--- src/ube_map.svh ---
// Register map, field positions and timing counts of the USB bus event block
`ifndef UBE_MAP_SVH
`define UBE_MAP_SVH
`define UBE_OFF_CTRL 12'h000
`define UBE_OFF_EPFLAG 12'h004
`define UBE_OFF_IRQ_STAT 12'h008
`define UBE_OFF_IRQ_MASK 12'h00C
`define UBE_BIT_SUSPEND 0
`define UBE_BIT_WAKEUP 1
`define UBE_BIT_RESET 2
`define UBE_EPFLAG_RESET 8'h00
`define UBE_IRQ_WIDTH 2
`define UBE_WAKE_NS 4000
`define UBE_CLK_NS 8
`define UBE_WAKE_CYC ((`UBE_WAKE_NS + `UBE_CLK_NS - 1) / `UBE_CLK_NS)
`endif

--- src/ube_pkg.sv ---
// Types shared by the USB bus event block
package ube_pkg;
  typedef enum logic [1:0] {
    UBE_WAKE_IDLE = 2'b01,
    UBE_WAKE_PULSE = 2'b10
  } ube_wake_e;
  typedef struct packed {
    logic [11:0] paddr;
    logic psel;
    logic penable;
    logic pwrite;
    logic [31:0] pwdata;
  } ube_apb_req_s;
endpackage : ube_pkg

--- src/ube_core.sv ---
// USB bus event flags, remote wake-up pulse and endpoint access flags behind APB
//
// The implementer's own choices: the placing of the registers and the APB interface to the registers.
`timescale 1ns/1ps
`include "ube_map.svh"
// ===========================================================
module ube_core #(
  parameter int NUM_EP = 8
) (
  input wire logic core_clk_i,
  input wire logic arst_n_i,
  input wire ube_pkg::ube_apb_req_s apb_req_i,
  output logic [31:0] prdata_o,
  output logic pready_o,
  output logic pslverr_o,
  input wire logic bus_reset_i,
  input wire logic bus_suspend_i,
  input wire logic [7:0] ep_touch_i,
  output logic wakeup_pulse_o,
  output logic bus_reset_seen_o,
  output logic bus_suspend_seen_o,
  output logic usb_irq_o
);
  // ===========================================================
  // Constants
  localparam logic [7:0] EP_MASK = (NUM_EP >= 8) ? 8'hFF : ((NUM_EP == 6) ? 8'h3F : 8'h0F);
  localparam int WAKE_CYC = `UBE_WAKE_CYC;
  localparam logic [9:0] WAKE_LAST = 10'(WAKE_CYC - 1);

  // Address compare, shared by the write decodes and the mapped check; the read mux uses a case
  function automatic logic addr_is(input logic [11:0] addr, input logic [11:0] off);
    addr_is = (addr == off);
  endfunction : addr_is

  // ===========================================================
  // Input synchronisers; bus pins come from outside this domain
  logic [1:0] rst_sync_r, rst_sync_nxt;
  logic [1:0] bus_suspend_seen_sync_r, bus_suspend_seen_sync_nxt;
  logic [7:0] ep_s1_r, ep_s1_nxt, ep_s2_r, ep_s2_nxt;
  always_comb begin
    rst_sync_nxt = {rst_sync_r[0], bus_reset_i};
    bus_suspend_seen_sync_nxt = {bus_suspend_seen_sync_r[0], bus_suspend_i};
    ep_s1_nxt = ep_touch_i;
    ep_s2_nxt = ep_s1_r;
  end
  always_ff @(posedge core_clk_i or negedge arst_n_i) begin
    if (!arst_n_i) begin
      rst_sync_r <= 2'h0;
      bus_suspend_seen_sync_r <= 2'h0;
      ep_s1_r <= 8'h00;
      ep_s2_r <= 8'h00;
    end else begin
      rst_sync_r <= rst_sync_nxt;
      bus_suspend_seen_sync_r <= bus_suspend_seen_sync_nxt;
      ep_s1_r <= ep_s1_nxt;
      ep_s2_r <= ep_s2_nxt;
    end
  end

  // ===========================================================
  // APB decode
  logic acc_ok, wr_acc;
  logic [1:0] irq_wr;
  logic ready_r, ready_nxt, err_r, err_nxt;
  // Writes land only on the edge that completes the access, where pready_o
  // is high; the first access-phase edge only arms the answer, so a clear
  // or a wake command is never applied twice
  always_comb begin
    acc_ok = apb_req_i.psel && apb_req_i.penable;
    wr_acc = acc_ok && apb_req_i.pwrite && ready_r;
    irq_wr = apb_req_i.pwdata[`UBE_IRQ_WIDTH-1:0];
  end

  // ===========================================================
  // Event flags, interrupt status and mask
  logic rst_flag_r, rst_flag_nxt;
  logic bus_suspend_seen_flag_r, bus_suspend_seen_flag_nxt;
  logic [1:0] irq_stat_r, irq_stat_nxt, irq_mask_r, irq_mask_nxt;
  logic irq_r, irq_nxt;
  logic [7:0] ep_flag_r, ep_flag_nxt;
  always_comb begin
    // Flags follow the engine: set and cleared by hardware only
    rst_flag_nxt = rst_sync_r[1];
    bus_suspend_seen_flag_nxt = bus_suspend_seen_sync_r[1];
    irq_stat_nxt = irq_stat_r;
    irq_mask_nxt = irq_mask_r;
    if (wr_acc && addr_is(apb_req_i.paddr, `UBE_OFF_IRQ_STAT)) begin
      irq_stat_nxt = irq_stat_r & ~irq_wr;
    end
    if (wr_acc && addr_is(apb_req_i.paddr, `UBE_OFF_IRQ_MASK)) begin
      irq_mask_nxt = irq_wr;
    end
    // Set beats clear so an event never slips past a clear
    if (rst_flag_nxt && !rst_flag_r) begin
      irq_stat_nxt[1] = 1'b1;
    end
    if (bus_suspend_seen_flag_nxt && !bus_suspend_seen_flag_r) begin
      irq_stat_nxt[0] = 1'b1;
    end
    irq_nxt = |(irq_stat_nxt & irq_mask_nxt);
    // Endpoint flags: writable, sticky on access, unused bits stay zero
    ep_flag_nxt = ep_flag_r;
    if (wr_acc && addr_is(apb_req_i.paddr, `UBE_OFF_EPFLAG)) begin
      ep_flag_nxt = apb_req_i.pwdata[7:0];
    end
    ep_flag_nxt = (ep_flag_nxt | ep_s2_r) & EP_MASK;
  end
  always_ff @(posedge core_clk_i or negedge arst_n_i) begin
    if (!arst_n_i) begin
      rst_flag_r <= 1'b0;
      bus_suspend_seen_flag_r <= 1'b0;
      irq_stat_r <= 2'h0;
      irq_mask_r <= 2'h0;
      irq_r <= 1'b0;
      ep_flag_r <= `UBE_EPFLAG_RESET;
    end else begin
      rst_flag_r <= rst_flag_nxt;
      bus_suspend_seen_flag_r <= bus_suspend_seen_flag_nxt;
      irq_stat_r <= irq_stat_nxt;
      irq_mask_r <= irq_mask_nxt;
      irq_r <= irq_nxt;
      ep_flag_r <= ep_flag_nxt;
    end
  end

  // ===========================================================
  // Remote wake-up pulse; a command during a pulse is ignored
  ube_pkg::ube_wake_e wake_st_r, wake_st_nxt;
  logic [9:0] wake_cnt_r, wake_cnt_nxt;
  logic wake_out_r, wake_out_nxt;
  logic wake_cmd;
  always_comb begin
    wake_cmd = wr_acc && addr_is(apb_req_i.paddr, `UBE_OFF_CTRL) && apb_req_i.pwdata[`UBE_BIT_WAKEUP];
    wake_st_nxt = wake_st_r;
    wake_cnt_nxt = wake_cnt_r;
    unique case (wake_st_r)
      ube_pkg::UBE_WAKE_IDLE: begin
        if (wake_cmd) begin
          wake_st_nxt = ube_pkg::UBE_WAKE_PULSE;
          wake_cnt_nxt = 10'h000;
        end
      end
      ube_pkg::UBE_WAKE_PULSE: begin
        if (wake_cnt_r == WAKE_LAST) begin
          wake_st_nxt = ube_pkg::UBE_WAKE_IDLE;
        end else begin
          wake_cnt_nxt = wake_cnt_r + 10'h001;
        end
      end
      default: begin
        wake_st_nxt = ube_pkg::UBE_WAKE_IDLE;
      end
    endcase
    wake_out_nxt = (wake_st_nxt == ube_pkg::UBE_WAKE_PULSE);
  end
  always_ff @(posedge core_clk_i or negedge arst_n_i) begin
    if (!arst_n_i) begin
      wake_st_r <= ube_pkg::UBE_WAKE_IDLE;
      wake_cnt_r <= 10'h000;
      wake_out_r <= 1'b0;
    end else begin
      wake_st_r <= wake_st_nxt;
      wake_cnt_r <= wake_cnt_nxt;
      wake_out_r <= wake_out_nxt;
    end
  end

  // ===========================================================
  // APB answer: one wait state, read data registered
  logic [31:0] rdata_r, rdata_nxt;
  logic mapped;
  always_comb begin
    mapped = addr_is(apb_req_i.paddr, `UBE_OFF_CTRL) || addr_is(apb_req_i.paddr, `UBE_OFF_EPFLAG) ||
             addr_is(apb_req_i.paddr, `UBE_OFF_IRQ_STAT) || addr_is(apb_req_i.paddr, `UBE_OFF_IRQ_MASK);
    ready_nxt = acc_ok && !ready_r;
    err_nxt = ready_nxt && !mapped;
    rdata_nxt = 32'h0000_0000;
    if (ready_nxt && !apb_req_i.pwrite) begin
      unique case (apb_req_i.paddr)
        `UBE_OFF_CTRL: rdata_nxt = {29'h0000_0000, rst_flag_r, wake_out_r, bus_suspend_seen_flag_r};
        `UBE_OFF_EPFLAG: rdata_nxt = {24'h00_0000, ep_flag_r};
        `UBE_OFF_IRQ_STAT: rdata_nxt = {30'h0000_0000, irq_stat_r};
        `UBE_OFF_IRQ_MASK: rdata_nxt = {30'h0000_0000, irq_mask_r};
        default: rdata_nxt = 32'h0000_0000;
      endcase
    end
  end
  always_ff @(posedge core_clk_i or negedge arst_n_i) begin
    if (!arst_n_i) begin
      ready_r <= 1'b0;
      err_r <= 1'b0;
      rdata_r <= 32'h0000_0000;
    end else begin
      ready_r <= ready_nxt;
      err_r <= err_nxt;
      rdata_r <= rdata_nxt;
    end
  end

  // ===========================================================
  // Outputs are the registers themselves, no logic after the flops
  assign prdata_o = rdata_r;
  assign pready_o = ready_r;
  assign pslverr_o = err_r;
  assign wakeup_pulse_o = wake_out_r;
  assign bus_reset_seen_o = rst_flag_r;
  assign bus_suspend_seen_o = bus_suspend_seen_flag_r;
  assign usb_irq_o = irq_r;

  // ===========================================================
  // Pulse length meter for the width checks; a delay this long would
  // slow the tools badly, so the high cycles are counted instead
  logic [9:0] pulse_len_r, pulse_len_nxt;
  always_comb begin
    pulse_len_nxt = wake_out_r ? pulse_len_r + 10'h001 : 10'h000;
  end
  always_ff @(posedge core_clk_i or negedge arst_n_i) begin
    if (!arst_n_i) begin
      pulse_len_r <= 10'h000;
    end else begin
      pulse_len_r <= pulse_len_nxt;
    end
  end

  // ===========================================================
  // Checks
  // Pulse ends after exactly the wake-up width
  wake_width_a: assert property (@(posedge core_clk_i) disable iff (!arst_n_i)
    $fell(wakeup_pulse_o) |-> pulse_len_r == 10'(WAKE_CYC))
    else $error("wake-up pulse width wrong");
  // Pulse never runs past the wake-up width
  wake_limit_a: assert property (@(posedge core_clk_i) disable iff (!arst_n_i)
    wakeup_pulse_o |-> pulse_len_r < 10'(WAKE_CYC))
    else $error("wake-up pulse too long");
  // A command while idle starts the pulse on the next edge
  wake_start_a: assert property (@(posedge core_clk_i) disable iff (!arst_n_i)
    (wake_cmd && wake_st_r == ube_pkg::UBE_WAKE_IDLE) |=> wakeup_pulse_o)
    else $error("wake-up pulse did not start");
  // Pin mirrors the pulse state, so a glitch cannot escape
  wake_state_a: assert property (@(posedge core_clk_i) disable iff (!arst_n_i)
    wakeup_pulse_o == (wake_st_r == ube_pkg::UBE_WAKE_PULSE))
    else $error("wake-up pin out of step with state");
  // Suspend flag drops once the bus leaves suspend
  bus_suspend_seen_clear_a: assert property (@(posedge core_clk_i) disable iff (!arst_n_i)
    !bus_suspend_seen_sync_r[1] |=> !bus_suspend_seen_o)
    else $error("suspend flag not cleared");
  // Bus reset rise records its status bit
  rst_stat_a: assert property (@(posedge core_clk_i) disable iff (!arst_n_i)
    $rose(bus_reset_seen_o) |-> irq_stat_r[1])
    else $error("bus reset rise did not set status");
  // Interrupt line is the masked status, nothing more
  irq_level_a: assert property (@(posedge core_clk_i) disable iff (!arst_n_i)
    usb_irq_o == |(irq_stat_r & irq_mask_r))
    else $error("interrupt level disagrees with status");
  // Four endpoint variant keeps its upper nibble at zero
  ep_four_a: assert property (@(posedge core_clk_i) disable iff (!arst_n_i)
    (NUM_EP == 4) |-> ep_flag_r[7:4] == 4'h0)
    else $error("four endpoint upper bits set");
  // Ready stands for a single cycle per access
  ready_pulse_a: assert property (@(posedge core_clk_i) disable iff (!arst_n_i)
    pready_o |=> !pready_o)
    else $error("ready held too long");
  // Error is only ever shown with ready
  err_ready_a: assert property (@(posedge core_clk_i) disable iff (!arst_n_i)
    pslverr_o |-> pready_o)
    else $error("error without ready");
  // Refused reads return zero
  err_data_a: assert property (@(posedge core_clk_i) disable iff (!arst_n_i)
    pslverr_o |-> prdata_o == 32'h0000_0000)
    else $error("refused read returned data");
  bus_suspend_seen_follow_a: assert property (@(posedge core_clk_i) disable iff (!arst_n_i)
    bus_suspend_seen_sync_r[1] |=> bus_suspend_seen_o)
    else $error("suspend flag not following bus");
  bus_suspend_seen_irq_a: assert property (@(posedge core_clk_i) disable iff (!arst_n_i)
    $rose(bus_suspend_seen_o) |-> irq_stat_r[0])
    else $error("suspend rise did not set status");
  rst_irq_a: assert property (@(posedge core_clk_i) disable iff (!arst_n_i)
    ($rose(bus_reset_seen_o) && irq_mask_r[1]) |=> usb_irq_o)
    else $error("bus reset did not raise interrupt");
  rst_follow_a: assert property (@(posedge core_clk_i) disable iff (!arst_n_i)
    !rst_sync_r[1] |=> !bus_reset_seen_o)
    else $error("bus reset flag not cleared");
  ep_sticky_a: assert property (@(posedge core_clk_i) disable iff (!arst_n_i)
    (ep_s2_r[0] && !wr_acc) |=> ep_flag_r[0])
    else $error("endpoint flag not set");
  ep_upper_a: assert property (@(posedge core_clk_i) disable iff (!arst_n_i)
    (ep_flag_r & ~EP_MASK) == 8'h00)
    else $error("unimplemented endpoint bits set");
  ep_write_a: assert property (@(posedge core_clk_i) disable iff (!arst_n_i)
    (wr_acc && apb_req_i.paddr == `UBE_OFF_EPFLAG && !apb_req_i.pwdata[4] && !ep_s2_r[4]) |=> !ep_flag_r[4])
    else $error("endpoint 4 flag not writable");
endmodule : ube_core

--- config.mk ---
export PLATFORM = sky130hd
export DESIGN_NAME = ube_core
export DESIGN_NICKNAME = d
export VERILOG_FILES = /design/src/ube_pkg.sv /design/src/ube_core.sv
export VERILOG_INCLUDE_DIRS = /design/src
export SDC_FILE = /design/constraint.sdc
export NUM_CORES = 1
export LEC_CHECK = 0
export BUFFER_PORTS_ARGS = -buffer_cell sky130_fd_sc_hd__buf_2
export CAP_MARGIN = 40
export CELL_PAD_IN_SITES_DETAIL_PLACEMENT = 2
export CELL_PAD_IN_SITES_GLOBAL_PLACEMENT = 2
export CORE_ASPECT_RATIO = 0.7
export CORE_MARGIN = 10
export CORE_UTILIZATION = 32
export CTS_CLUSTER_DIAMETER = 40
export DETAILED_ROUTE_END_ITERATION = 10
export PLACE_DENSITY = 0.95
export SYNTH_ARGS = -nofsm -noshare
export SYNTH_HDL_FRONTEND = slang
export SYNTH_SLANG_ARGS = --single-unit
--- constraint.sdc ---
create_clock -name core_clk_i -period 4.22 [get_ports core_clk_i]
set_input_delay 0.844 -clock core_clk_i [delete_from_list [all_inputs] [get_ports core_clk_i]]
set_output_delay 0.844 -clock core_clk_i [all_outputs]
set_load 0.1 [all_outputs]
# Word level (Yosys, flattened, before mapping)
# Cells that the tools add are included.
# word_totals
ff_bits,82
# classes
n_addsub,1
n_eq_ne,9
n_mux,13
n_bitwise,4
reduce_logical,25
# ops
operator,n
$mux W32,1
$pmux W8 S4,1
$eq A12 B4 Y1 const B,2
$mux W10,2
$pmux W10 S2,1
$logic_and A1 B1 Y1,13
$eq A12 B3 Y1 const B,1
$logic_not A12 Y1,1
$add A10 B1 Y10 const B,1
$eq A10 B9 Y1 const B,1
$mux W2,4
$mux W8,1
$or A8 B8 Y8,1
$logic_not A1 Y1,5
$and A2 B2 Y2,2
$eq A2 B2 Y1 const B,2
$ne A2 B2 Y1 const B,2
$pmux W2 S2,1
$logic_or A1 B1 Y1,3
$reduce_and A3 Y1,1
$eq A2 B1 Y1 const B,1
$mux W1,2
$not A2 Y2,1
$reduce_bool A2 Y1,1
$reduce_or A2 Y1,1

# Depth between registers and ports, before layout
# Gate-level depths: netlist of the first run.
# depth
ltp_word,8
ltp_mapped,8
depth_no_buf,6

# Least setup slack after synthesis of the first run
# Ideal clock, no wire load.
# synth_path
path_kind,input port to flip-flop
startpoint,input apb_req_i[36] (netlist bit)
endpoint,register wake_cnt_r[3]
setup_ns,0.095
t_arrival_ns,2.216
slack_ns,1.908
path_stages,5
n_path_buf,0
cell_sequence,nor4_4 nand4b_2 o31a_1 or3b_1 o31ai_1
# synth_via
elab_chain_len,5
# synth_rtl
element,line_no,source
start: declaration,ube_core.sv:12,"input wire ube_pkg::ube_apb_req_s apb_req_i,"
$logic_not A12 Y1,ube_core.sv:32,addr_is = (addr == off);
$logic_and A1 B1 Y1 (2 in series),ube_core.sv:133,"wake_cmd = wr_acc && addr_is(apb_req_i.paddr, `UBE_OFF_CTRL) && apb_req_i.pwdata[`UBE_BIT_WAKEUP];"
$ne A2 B2 Y1 (no source line),-,
$reduce_and A3 Y1 (no source line),-,
end signal: assignment,ube_core.sv:163,wake_cnt_r <= wake_cnt_nxt;
end: declaration,ube_core.sv:129,"logic [9:0] wake_cnt_r, wake_cnt_nxt;"
# Every way passes these cells.
# A chain may end at the register's enable or synchronous reset.

# Worst setup path in the final report of the first run
# layout_path
startpoint,input apb_req_i[36] (netlist bit)
endpoint,register wake_cnt_r[5]
# Same word-level chain as after synthesis.

==> results.toml, run 1 <==
[grt]
grt_pass1_vias = 2072
grt_max_degree = 59
grt.total_usage_pct = 12.7
grt_pass1_wl_um = 11700
use_met1_pct = 15.0
grt_util_met3_pct = 5.02
gr-usage-met2_pct = 20.4
grt_overflow = 0
grt-busiest-layer = "met2"
antenna_found_initial = 0

[cells_and_area]
antennaDiodeCount = 0
multi_input_area_um2 = 916
final_cells = 374
synthToLayoutAreaGrowth_pct = 19.5
fin_area_um2 = 3000
utilization_pct = 40.2
drive_above_1_share_pct = 27.5
final.fill_count = 798
seqCellArea_um2 = 1450
final_nets = 333

[cts]
cts.sinks = 58
clock-root-buffer = "clkbuf_8"
clk_pin_slew_ps = 70
cts_tree = "built"
htree_levels = 3
cts_buffers = 9
cts_buffer_depth = 2
cts-resized-gates = 0
cts_setup_buffers = 0
insertion_delay_ps = 350
cts_hold_buffers = 0

[route]
totalWireLength_um = 7430
firstDrtPassIters = 4
routed_via_density = 4.82
via_count = 1802
drcViolationCount = 0
drt_iter0_drc = 128
wl_per_cell_um = 19.9
antenna_left = 0

[critical_path]
cp.required_ps = 4450
crit_buf_inv = 1
cp-start-kind = "input port"
path_class = "input port to flop"
path_max_fanout = 16
cp_cell_sequence = "buf_2, nor4_4, nand4b_2, o31a_1, or2_2, o31ai_1"
crit_family = "simple AND/OR/NAND/NOR gates"
end_kind = "flop"
crit_arrival_ps = 2740
crit_slowest_cell = "o31a_1"
cpPeakStageDelay_ps = 530

[timing]
max_freq_mhz = 398
slew_headroom_pct = 51.4
hold_viol = 0
fin_ws_ps = 1710
drv_slew = 0
fin_hold_ws_ps = 349
grt_setup_unrepaired = "no"
tightest_slew_ps = 728
fin_setup_tns_ps = 0
finalCritPeriodShare_pct = 59.5
fin_crit_ps = 2510
clock_skew_ps = 8.86
setup_violations = 0

[floorplan]
io-pin-count = 97
fp.dieArea_um2 = 11800
die_x_um = 126
die_h_um = 94.1
num_rows = 26
coreArea_um2 = 7450
start_util_pct = 33.7

[place]
dpl.cell_count = 358
place.gp.congestion = 0.800
dp_hpwl_um = 5450
dpl_cell_area_um2 = 2770
dp_slack_ps = 1350
portBuffers = 48

[yosys]
synth_cell_types = 39
synth_async_sr_flop_share_pct = 100
ys_seq_elements = 58
yosys-top-cells-area = "dfrtp_1, buf_4, a211o_1"
ys.flop_type = "dfrtp_1"
synthTopCellsByCount = "dfrtp_1, buf_4, nand2_1, nor2_1, o21ai_0"
yosysSeqAreaShare_pct = 57.9
synthesis.area_um2 = 2510
synth.avg_cell_area_um2 = 11.6
synth_most_common_cell = "dfrtp_1"
synth_warnings = 0
synth_edf_count = 0
yosysTopAreaCellShare_pct = 56.9
yosys.area.top_type = "dfrtp_1"
synthCells = 216

[power]
ir_worst_vdd_v = 0.000147
powerDensity_nw_per_um2 = 467
p_leak_nw = 1.40
total_power_mw = 1.40

[status]
status = "completed"

[worst_hold_path]
hp-class = "flop to flop"

[run]
maxCapViolCount = 0
[cell usage in the layout (no fill, tap or decap), types with 4 or more instances in the layout]
master | netlist | final
a211o_1 | 7 | 7
buf_2 | 1 | 48
clkbuf_8 | 0 | 9
and2_1 | 7 | 7
nand2_1 | 12 | 12
dfrtp_1 | 57 | 57
nor2b_1 | 7 | 7
o21ai_0 | 12 | 12
nand3_1 | 11 | 11
conb_1 | 1 | 24
nor2_1 | 12 | 12
and3_1 | 7 | 7
inv_1 | 7 | 7
o31ai_1 | 4 | 4
[path summary, 6_finish.rpt]
check / startpoint / to / slack (ps) / cells past startpoint
min in group asynchronous: arst_n_i / wake_cnt_r[1] / 630 / 2
max in group asynchronous: arst_n_i / wake_cnt_r[5] / 3090 / 2
worst min-delay path: ep_s1_r[5] / ep_s2_r[5] / 350 / 0
worst max register to register: wake_st_r[0] / wake_cnt_r[5] / 1800 / 6
worst min register to register: ep_s1_r[5] / ep_s2_r[5] / 350 / 0
worst max-delay path: apb_req_i[36] / wake_cnt_r[5] / 1710 / 6
[sequential cells by signal (all words and copies together), names as in the netlist, 2 cells and up]
signal                   cells
wake_st_r                    2
ep_flag_r                    8
rst_sync_r                   2
ep_s2_r                      8
bus_suspend_seen_sync_r      2
irq_stat_r                   2
irq_mask_r                   2
wake_cnt_r                  10
ep_s1_r                      8
prdata_o                     8
[worst register-to-register path: cells and delay by family (launching register included)]
family / cells / cell delay, ps
AOI/OAI and AO/OA: 2 / 560
adders and majority gates: 1 / 370
buffers and inverters: 1 / 80
DFF: 1 / 570
and+or+nand+nor: 2 / 730
[metal layers]
| layer | share of wire (%) | wire length [µm] | vias to the layer above |
|---|---|---|---|
| met5 | 0 | 0 | - |
| met4 | 1.5 | 109 | 0 |
| met3 | 6.1 | 455 | 8 |
| met2 | 48 | 3550 | 58 |
| met1 | 45 | 3310 | 914 |
| li1 | - | - | 822 |
[where the power goes]
part | switching (mW) | leakage, nW | internal (mW) | total, mW
registers | 0.0118 | 0.702 | 0.576 | 0.588
clock network | 0.241 | 0.106 | 0.336 | 0.576
logic | 0.190 | 0.596 | 0.0450 | 0.235
[kinds of logic after synthesis]
family,synth area share (%)
simple gates,18.3
mux,3.49
flops,57.9
buf+inv,9.03
compound gates,9.63
fa+ha+maj,1.50
other cells,0.149
[area by class of cell]
type / count / share of cell area, %
Sequential cell: 58 / 48.5
Multi-Input combinational cell: 145 / 30.6
Timing Repair Buffer: 50 / 8.51
Clock buffer: 9 / 4.13
Tap cell: 98 / 4.09
Clock inverter: 7 / 3.38
Inverter: 7 / 0.876
No activity file was read; power rests on OpenSTA's default activity.
==> inputs of run 2 (changes only) <==
--- a/config.mk
+++ b/config.mk
@@ -12,10 +12,10 @@
 export CELL_PAD_IN_SITES_GLOBAL_PLACEMENT = 2
 export CORE_ASPECT_RATIO = 0.7
 export CORE_MARGIN = 10
-export CORE_UTILIZATION = 32
+export CORE_UTILIZATION = 27
 export CTS_CLUSTER_DIAMETER = 40
 export DETAILED_ROUTE_END_ITERATION = 10
-export PLACE_DENSITY = 0.95
+export PLACE_DENSITY = 0.87
 export SYNTH_ARGS = -nofsm -noshare
 export SYNTH_HDL_FRONTEND = slang
 export SYNTH_SLANG_ARGS = --single-unit
==> constraint.sdc (replaced) <==
create_clock -name core_clk_i -period 2.26 [get_ports core_clk_i]
set_input_delay 0.452 -clock core_clk_i [delete_from_list [all_inputs] [get_ports core_clk_i]]
set_output_delay 0.452 -clock core_clk_i [all_outputs]
set_load 0.1 [all_outputs]
==> run 2 against run 1 <==
Compared with the run above:
- clock power rose to 2.5 times the previous value
- cell count up 9.1%
- via count is 4.3% higher
- non-clock buffer count is 7 higher
- critical path type is now flop to flop
- largest power group is now the clock network
- highest routed layer unchanged
==> results.toml, run 2 (synthesized netlist as in run 1, its figures left out) <==
[status]
status = "completed"

[power]
p_int_mw = 2.21
p_comb_share_pct = 17.1
p_switching_mw = 0.872
p_leak_nw = 1.49
power_frac_clock_pct = 47.3
sequentialPowerShare_pct = 35.6
switching_share_pct = 28.3
powerDensity_nw_per_um2 = 959
total_power_mw = 3.09
ir_worst_vdd_v = 0.000361

[cells_and_area]
final.fill_count = 984
largest_reg_flops = 10
largest_register = "wake_cnt_r"
antennaDiodeCount = 0
fin_area_um2 = 3220
synthToLayoutAreaGrowth_pct = 28.3
final_common_cell = "dfrtp_1"
final_nets = 341
drive_above_1_share_pct = 29.9
final_cell_mix = "dfrtp_1, buf_2, conb_1"

[timing]
slew_headroom_pct = 65.9
setup_violations = 0
hold_viol = 0
fin_hold_ws_ps = 112
grt_setup_unrepaired = "no"
drv_slew = 0
tightest_slew_ps = 515
fin_crit_ps = 2160
clock_skew_ps = 5.64
max_freq_mhz = 463
finalCritPeriodShare_pct = 95.6
fin_setup_tns_ps = 0

[cts]
clock-root-buffer = "clkbuf_16"
cts_tree = "built"
cts.sinks = 58
clk_pin_slew_ps = 50
cts_hold_buffers = 0
cts_buffers = 9
cts_buffer_depth = 2
htree_levels = 3
insertion_delay_ps = 330

[grt]
antenna_found_initial = 0
grt_pass1_wl_um = 12400
grt_max_degree = 59
grt.total_usage_pct = 12.0
grt_pass1_vias = 2134
grt_overflow = 0

[floorplan]
coreArea_um2 = 9070
start_util_pct = 27.7
num_rows = 29
die_x_um = 135
io-pin-count = 97
die_h_um = 101
fp.dieArea_um2 = 13600

[critical_path]
crit_arrival_ps = 2360
crit_slowest_cell = "dfrtp_1"
cp_cell_sequence = "ha_1, nor4b_1, nand4_1, and2_1, a31oi_1, a211oi_1"
cp.required_ps = 2460
path_class = "flop to flop"
crit_family = "simple AND/OR/NAND/NOR gates"
path_max_fanout = 8
end_kind = "flop"
cpPeakStageDelay_ps = 440
crit_buf_inv = 0
cp-start-kind = "flop"

[run]
maxCapViolCount = 0

[place]
dp_hpwl_um = 5550
portBuffers = 48
dpl_cell_area_um2 = 2860
place.gp.congestion = 0.721

[route]
routed_via_density = 4.61
antenna_left = 0
via_count = 1879
firstDrtPassIters = 4
drcViolationCount = 0
wl_per_cell_um = 19.7
drt_iter0_drc = 77
totalWireLength_um = 8060

[worst_hold_path]
hp-class = "input port to async pin"
## run 2: changes by cell type in the layout (fill, tap and decap cells not counted), moves of 2 or more
cell       previous run  this run
buf_4                 2         8
clkbuf_16             0         9
clkinv_4              2         0
clkbuf_8              9         1
clkinv_2              0         2
## run 2: area by class of cell
type / count / area (µm²) / share of cell area (%)
flip-flops and latches: 58 / 1450 / 45.2
multi-input cells: 146 / 942 / 29.3
clock inverters: 5 / 77.6 / 2.41
clock buffers: 11 / 243 / 7.54
well taps: 124 / 155 / 4.82
inverters: 7 / 26.3 / 0.816
repair buffers: 57 / 320 / 9.95
## run 2: repair_timing
| item | 4_1_cts | 5_1_grt |
|---|---|---|
| cloned | 0 | 1 |
| setup buffers | 2 | 0 |
| endpoints found under the setup margin | 1 | 2 |
| gates resized for setup | 1 | 1 |
## run 2: path summary, 6_finish.rpt
| kind | startpoint | endpoint | slack [ps] | depth (start not counted) |
|---|---|---|---|---|
| max reg2reg | wake_cnt_r[0] | wakeup_pulse_o | 100 | 6 |
| min in group core_clk_i | ep_touch_i[6] | ep_s1_r[6] | 230 | 1 |
| min | arst_n_i | prdata_o[3] | 110 | 2 |
| max | wake_cnt_r[0] | wakeup_pulse_o | 100 | 6 |
| min reg2reg | ep_s1_r[7] | ep_s2_r[7] | 350 | 0 |
| max in group asynchronous | arst_n_i | wake_st_r[0] | 1810 | 2 |
## run 2: power groups by stage
stage                     clock network [mW]  logic [mW]  registers [mW]
after floorplan                            0       0.330            1.14
after global placement                     0       0.443            1.11
after detailed placement                   0       0.459            1.11
after CTS                               1.49       0.512            1.10
after global routing                    1.54       0.561            1.10
final                                   1.46       0.527            1.10
## run 2: stage by stage
stage	util (%)	cells	worst slack, ps
after detailed placement	31.5	389	15.4
after CTS	35.3	407	78.1
after global routing	35.5	408	1.19
after floorplan	-	239	251
final	35.5	408	100
after global placement	31.5	389	97.4
## run 2: routing by layer
metal	GRT usage (%)	routed length, µm
met3	4.18	428
met1	14.0	3400
met4	4.87	147
met2	19.7	4080
met5	0	0
## run 2: worst register-to-register path, cell delays in order, from the launching register on
cell and delay [ps]:
dfrtp_1 440, ha_1 280, nor4b_1 330, nand4_1 360, and2_1 310, a31oi_1 190
a211oi_1 120
==> inputs of run 3 (changes only) <==
--- a/config.mk
+++ b/config.mk
@@ -12,10 +12,10 @@
 export CELL_PAD_IN_SITES_GLOBAL_PLACEMENT = 2
 export CORE_ASPECT_RATIO = 0.7
 export CORE_MARGIN = 10
-export CORE_UTILIZATION = 27
+export CORE_UTILIZATION = 32
 export CTS_CLUSTER_DIAMETER = 40
 export DETAILED_ROUTE_END_ITERATION = 10
-export PLACE_DENSITY = 0.87
+export PLACE_DENSITY = 0.95
 export SYNTH_ARGS = -nofsm -noshare
 export SYNTH_HDL_FRONTEND = slang
 export SYNTH_SLANG_ARGS = --single-unit
==> constraint.sdc (replaced) <==
create_clock -name core_clk_i -period 2.8 [get_ports core_clk_i]
set_input_delay 0.56 -clock core_clk_i [delete_from_list [all_inputs] [get_ports core_clk_i]]
set_output_delay 0.56 -clock core_clk_i [all_outputs]
set_load 0.1 [all_outputs]
==> run 3 against run 2 <==
Compared with the run above:
- maximum frequency fell by 5.4%
- clock power fell by 46%
- utilization rose by 4.7 points
- global-route usage rose by 1.6 points
- hold slack improved by 150 ps
- sequential share of layout area rose by 3.4 points
- wire length fell by 3.0%
==> results.toml, run 3 (synthesized netlist as in run 1, its figures left out) <==
[cts]
htree_levels = 3
cts_hold_buffers = 0
cts_tree = "built"
cts.sinks = 58
cts_setup_buffers = 0
clock-root-buffer = "clkbuf_8"
insertion_delay_ps = 340
cts-resized-gates = 0
clk_pin_slew_ps = 70
cts_buffers = 9
cts_buffer_depth = 2

[grt]
grt_pass1_vias = 2135
grt_max_degree = 31
grt.total_usage_pct = 13.6
grt_pass1_wl_um = 12500
grt_overflow = 0
antenna_found_initial = 0

[timing]
grt_setup_unrepaired = "no"
tightest_slew_ps = 701
fin_crit_ps = 2280
slew_headroom_pct = 53.3
finalCritPeriodShare_pct = 81.5
drv_slew = 0
fin_setup_tns_ps = 0
clock_skew_ps = 7.97
hold_viol = 0
fin_hold_ws_ps = 264
setup_violations = 0
max_freq_mhz = 438

[cells_and_area]
final.fill_count = 797
final_common_cell = "dfrtp_1"
synthToLayoutAreaGrowth_pct = 19.2
final_cell_mix = "dfrtp_1, buf_2, conb_1"
final_cells = 376
final_nets = 335
drive_above_1_share_pct = 28.1
antennaDiodeCount = 0
largest_reg_flops = 10
largest_register = "wake_cnt_r"

[power]
p_leak_nw = 1.40
switching_share_pct = 33.4
powerDensity_nw_per_um2 = 684
sequentialPowerShare_pct = 43.4
p_comb_share_pct = 18.0
p_int_mw = 1.36
power_frac_clock_pct = 38.6
ir_worst_vdd_v = 0.000209
p_switching_mw = 0.684

[route]
drt_iter0_drc = 90
via_count = 1854
firstDrtPassIters = 4
wl_per_cell_um = 20.8
drcViolationCount = 0
totalWireLength_um = 7820
antenna_left = 0
routed_via_density = 4.93

[critical_path]
end_kind = "flop"
rr_worst_depth = 6
crit_arrival_ps = 2520
cp.required_ps = 3040
path_max_fanout = 10
critical_path.startpoint = "wake_st_r[0]"
r2r-start = "wake_st_r[0]"
cp-start-kind = "flop"
path_class = "flop to flop"

[floorplan]
fp.dieArea_um2 = 11800
io-pin-count = 97
die_h_um = 94.1
start_util_pct = 33.7
num_rows = 26
die_x_um = 126
coreArea_um2 = 7450

[place]
dp_hpwl_um = 5670
dpl.cell_count = 360
portBuffers = 48
place.gp.congestion = 0.782

[status]
status = "completed"

[worst_hold_path]
hp-class = "input port to async pin"

[run]
maxCapViolCount = 0
[run 3: changes by cell type in the layout (fill, tap and decap cells not counted), moves of 2 or more]
cell        delta
clkbuf_16      -9
clkbuf_8       +8
buf_4          -4
clkinv_2       -2
clkinv_4       +2
clkinvlp_4     +2
[run 3: power by group through the flow]
stage	combinational, mW	clock [mW]	sequential (mW)
after detailed placement	0.358	0	0.900
after global routing	0.393	0.858	0.888
final	0.368	0.790	0.887
after CTS	0.368	0.807	0.887
after global placement	0.343	0	0.897
after floorplan	0.266	0	0.916
[run 3: per-layer routing]
| metal | track usage (%) | wire [µm] | vias to the layer above |
|---|---|---|---|
| met2 | 21.9 | 3830 | 71 |
| met1 | 16.1 | 3400 | 948 |
| li1 | - | - | 827 |
| met4 | 4.54 | 109 | 0 |
| met5 | 0 | 0 | - |
| met3 | 5.47 | 474 | 8 |
[run 3: path summary, 6_finish.rpt]
kind / to / slack, ps
max: wake_cnt_r[3] / 520
min reg2reg: bus_suspend_seen_sync_r[1] / 350
min in group core_clk_i: ep_s1_r[1] / 320
max reg2reg: wake_cnt_r[3] / 520
max in group asynchronous: ep_s2_r[4] / 1820
min: wake_cnt_r[0] / 260
[run 3: area by class of cell]
cell class / instances / area, µm² / share of cell area, %
inverter: 7 / 26.3 / 0.879
multi-input combinational: 145 / 916 / 30.6
sequential: 58 / 1450 / 48.6
tap: 98 / 123 / 4.10
clock inverter: 7 / 78.8 / 2.64
clock buffer: 9 / 124 / 4.14
timing repair buffer: 52 / 270 / 9.04
[run 3: worst max-delay path, stage by stage (launching register included)]
cell     delay [ps]
dfstp_2         570
inv_1            90
ha_1            370
or2_2           310
o31a_1          200
or3b_1          420
o31ai_1         210
[run 3: through the flow]
stage	cell area [µm²]	setup WS, ps	power [mW]	utilization (%)
2_1_floorplan	2590	496	1.18	-
3_3_place_gp	2790	388	1.24	37.4
3_5_place_dp	2790	359	1.26	37.4
4_1_cts	2990	501	2.06	40.1
5_1_grt	2990	375	2.14	40.1
6_report	2990	517	2.05	40.1
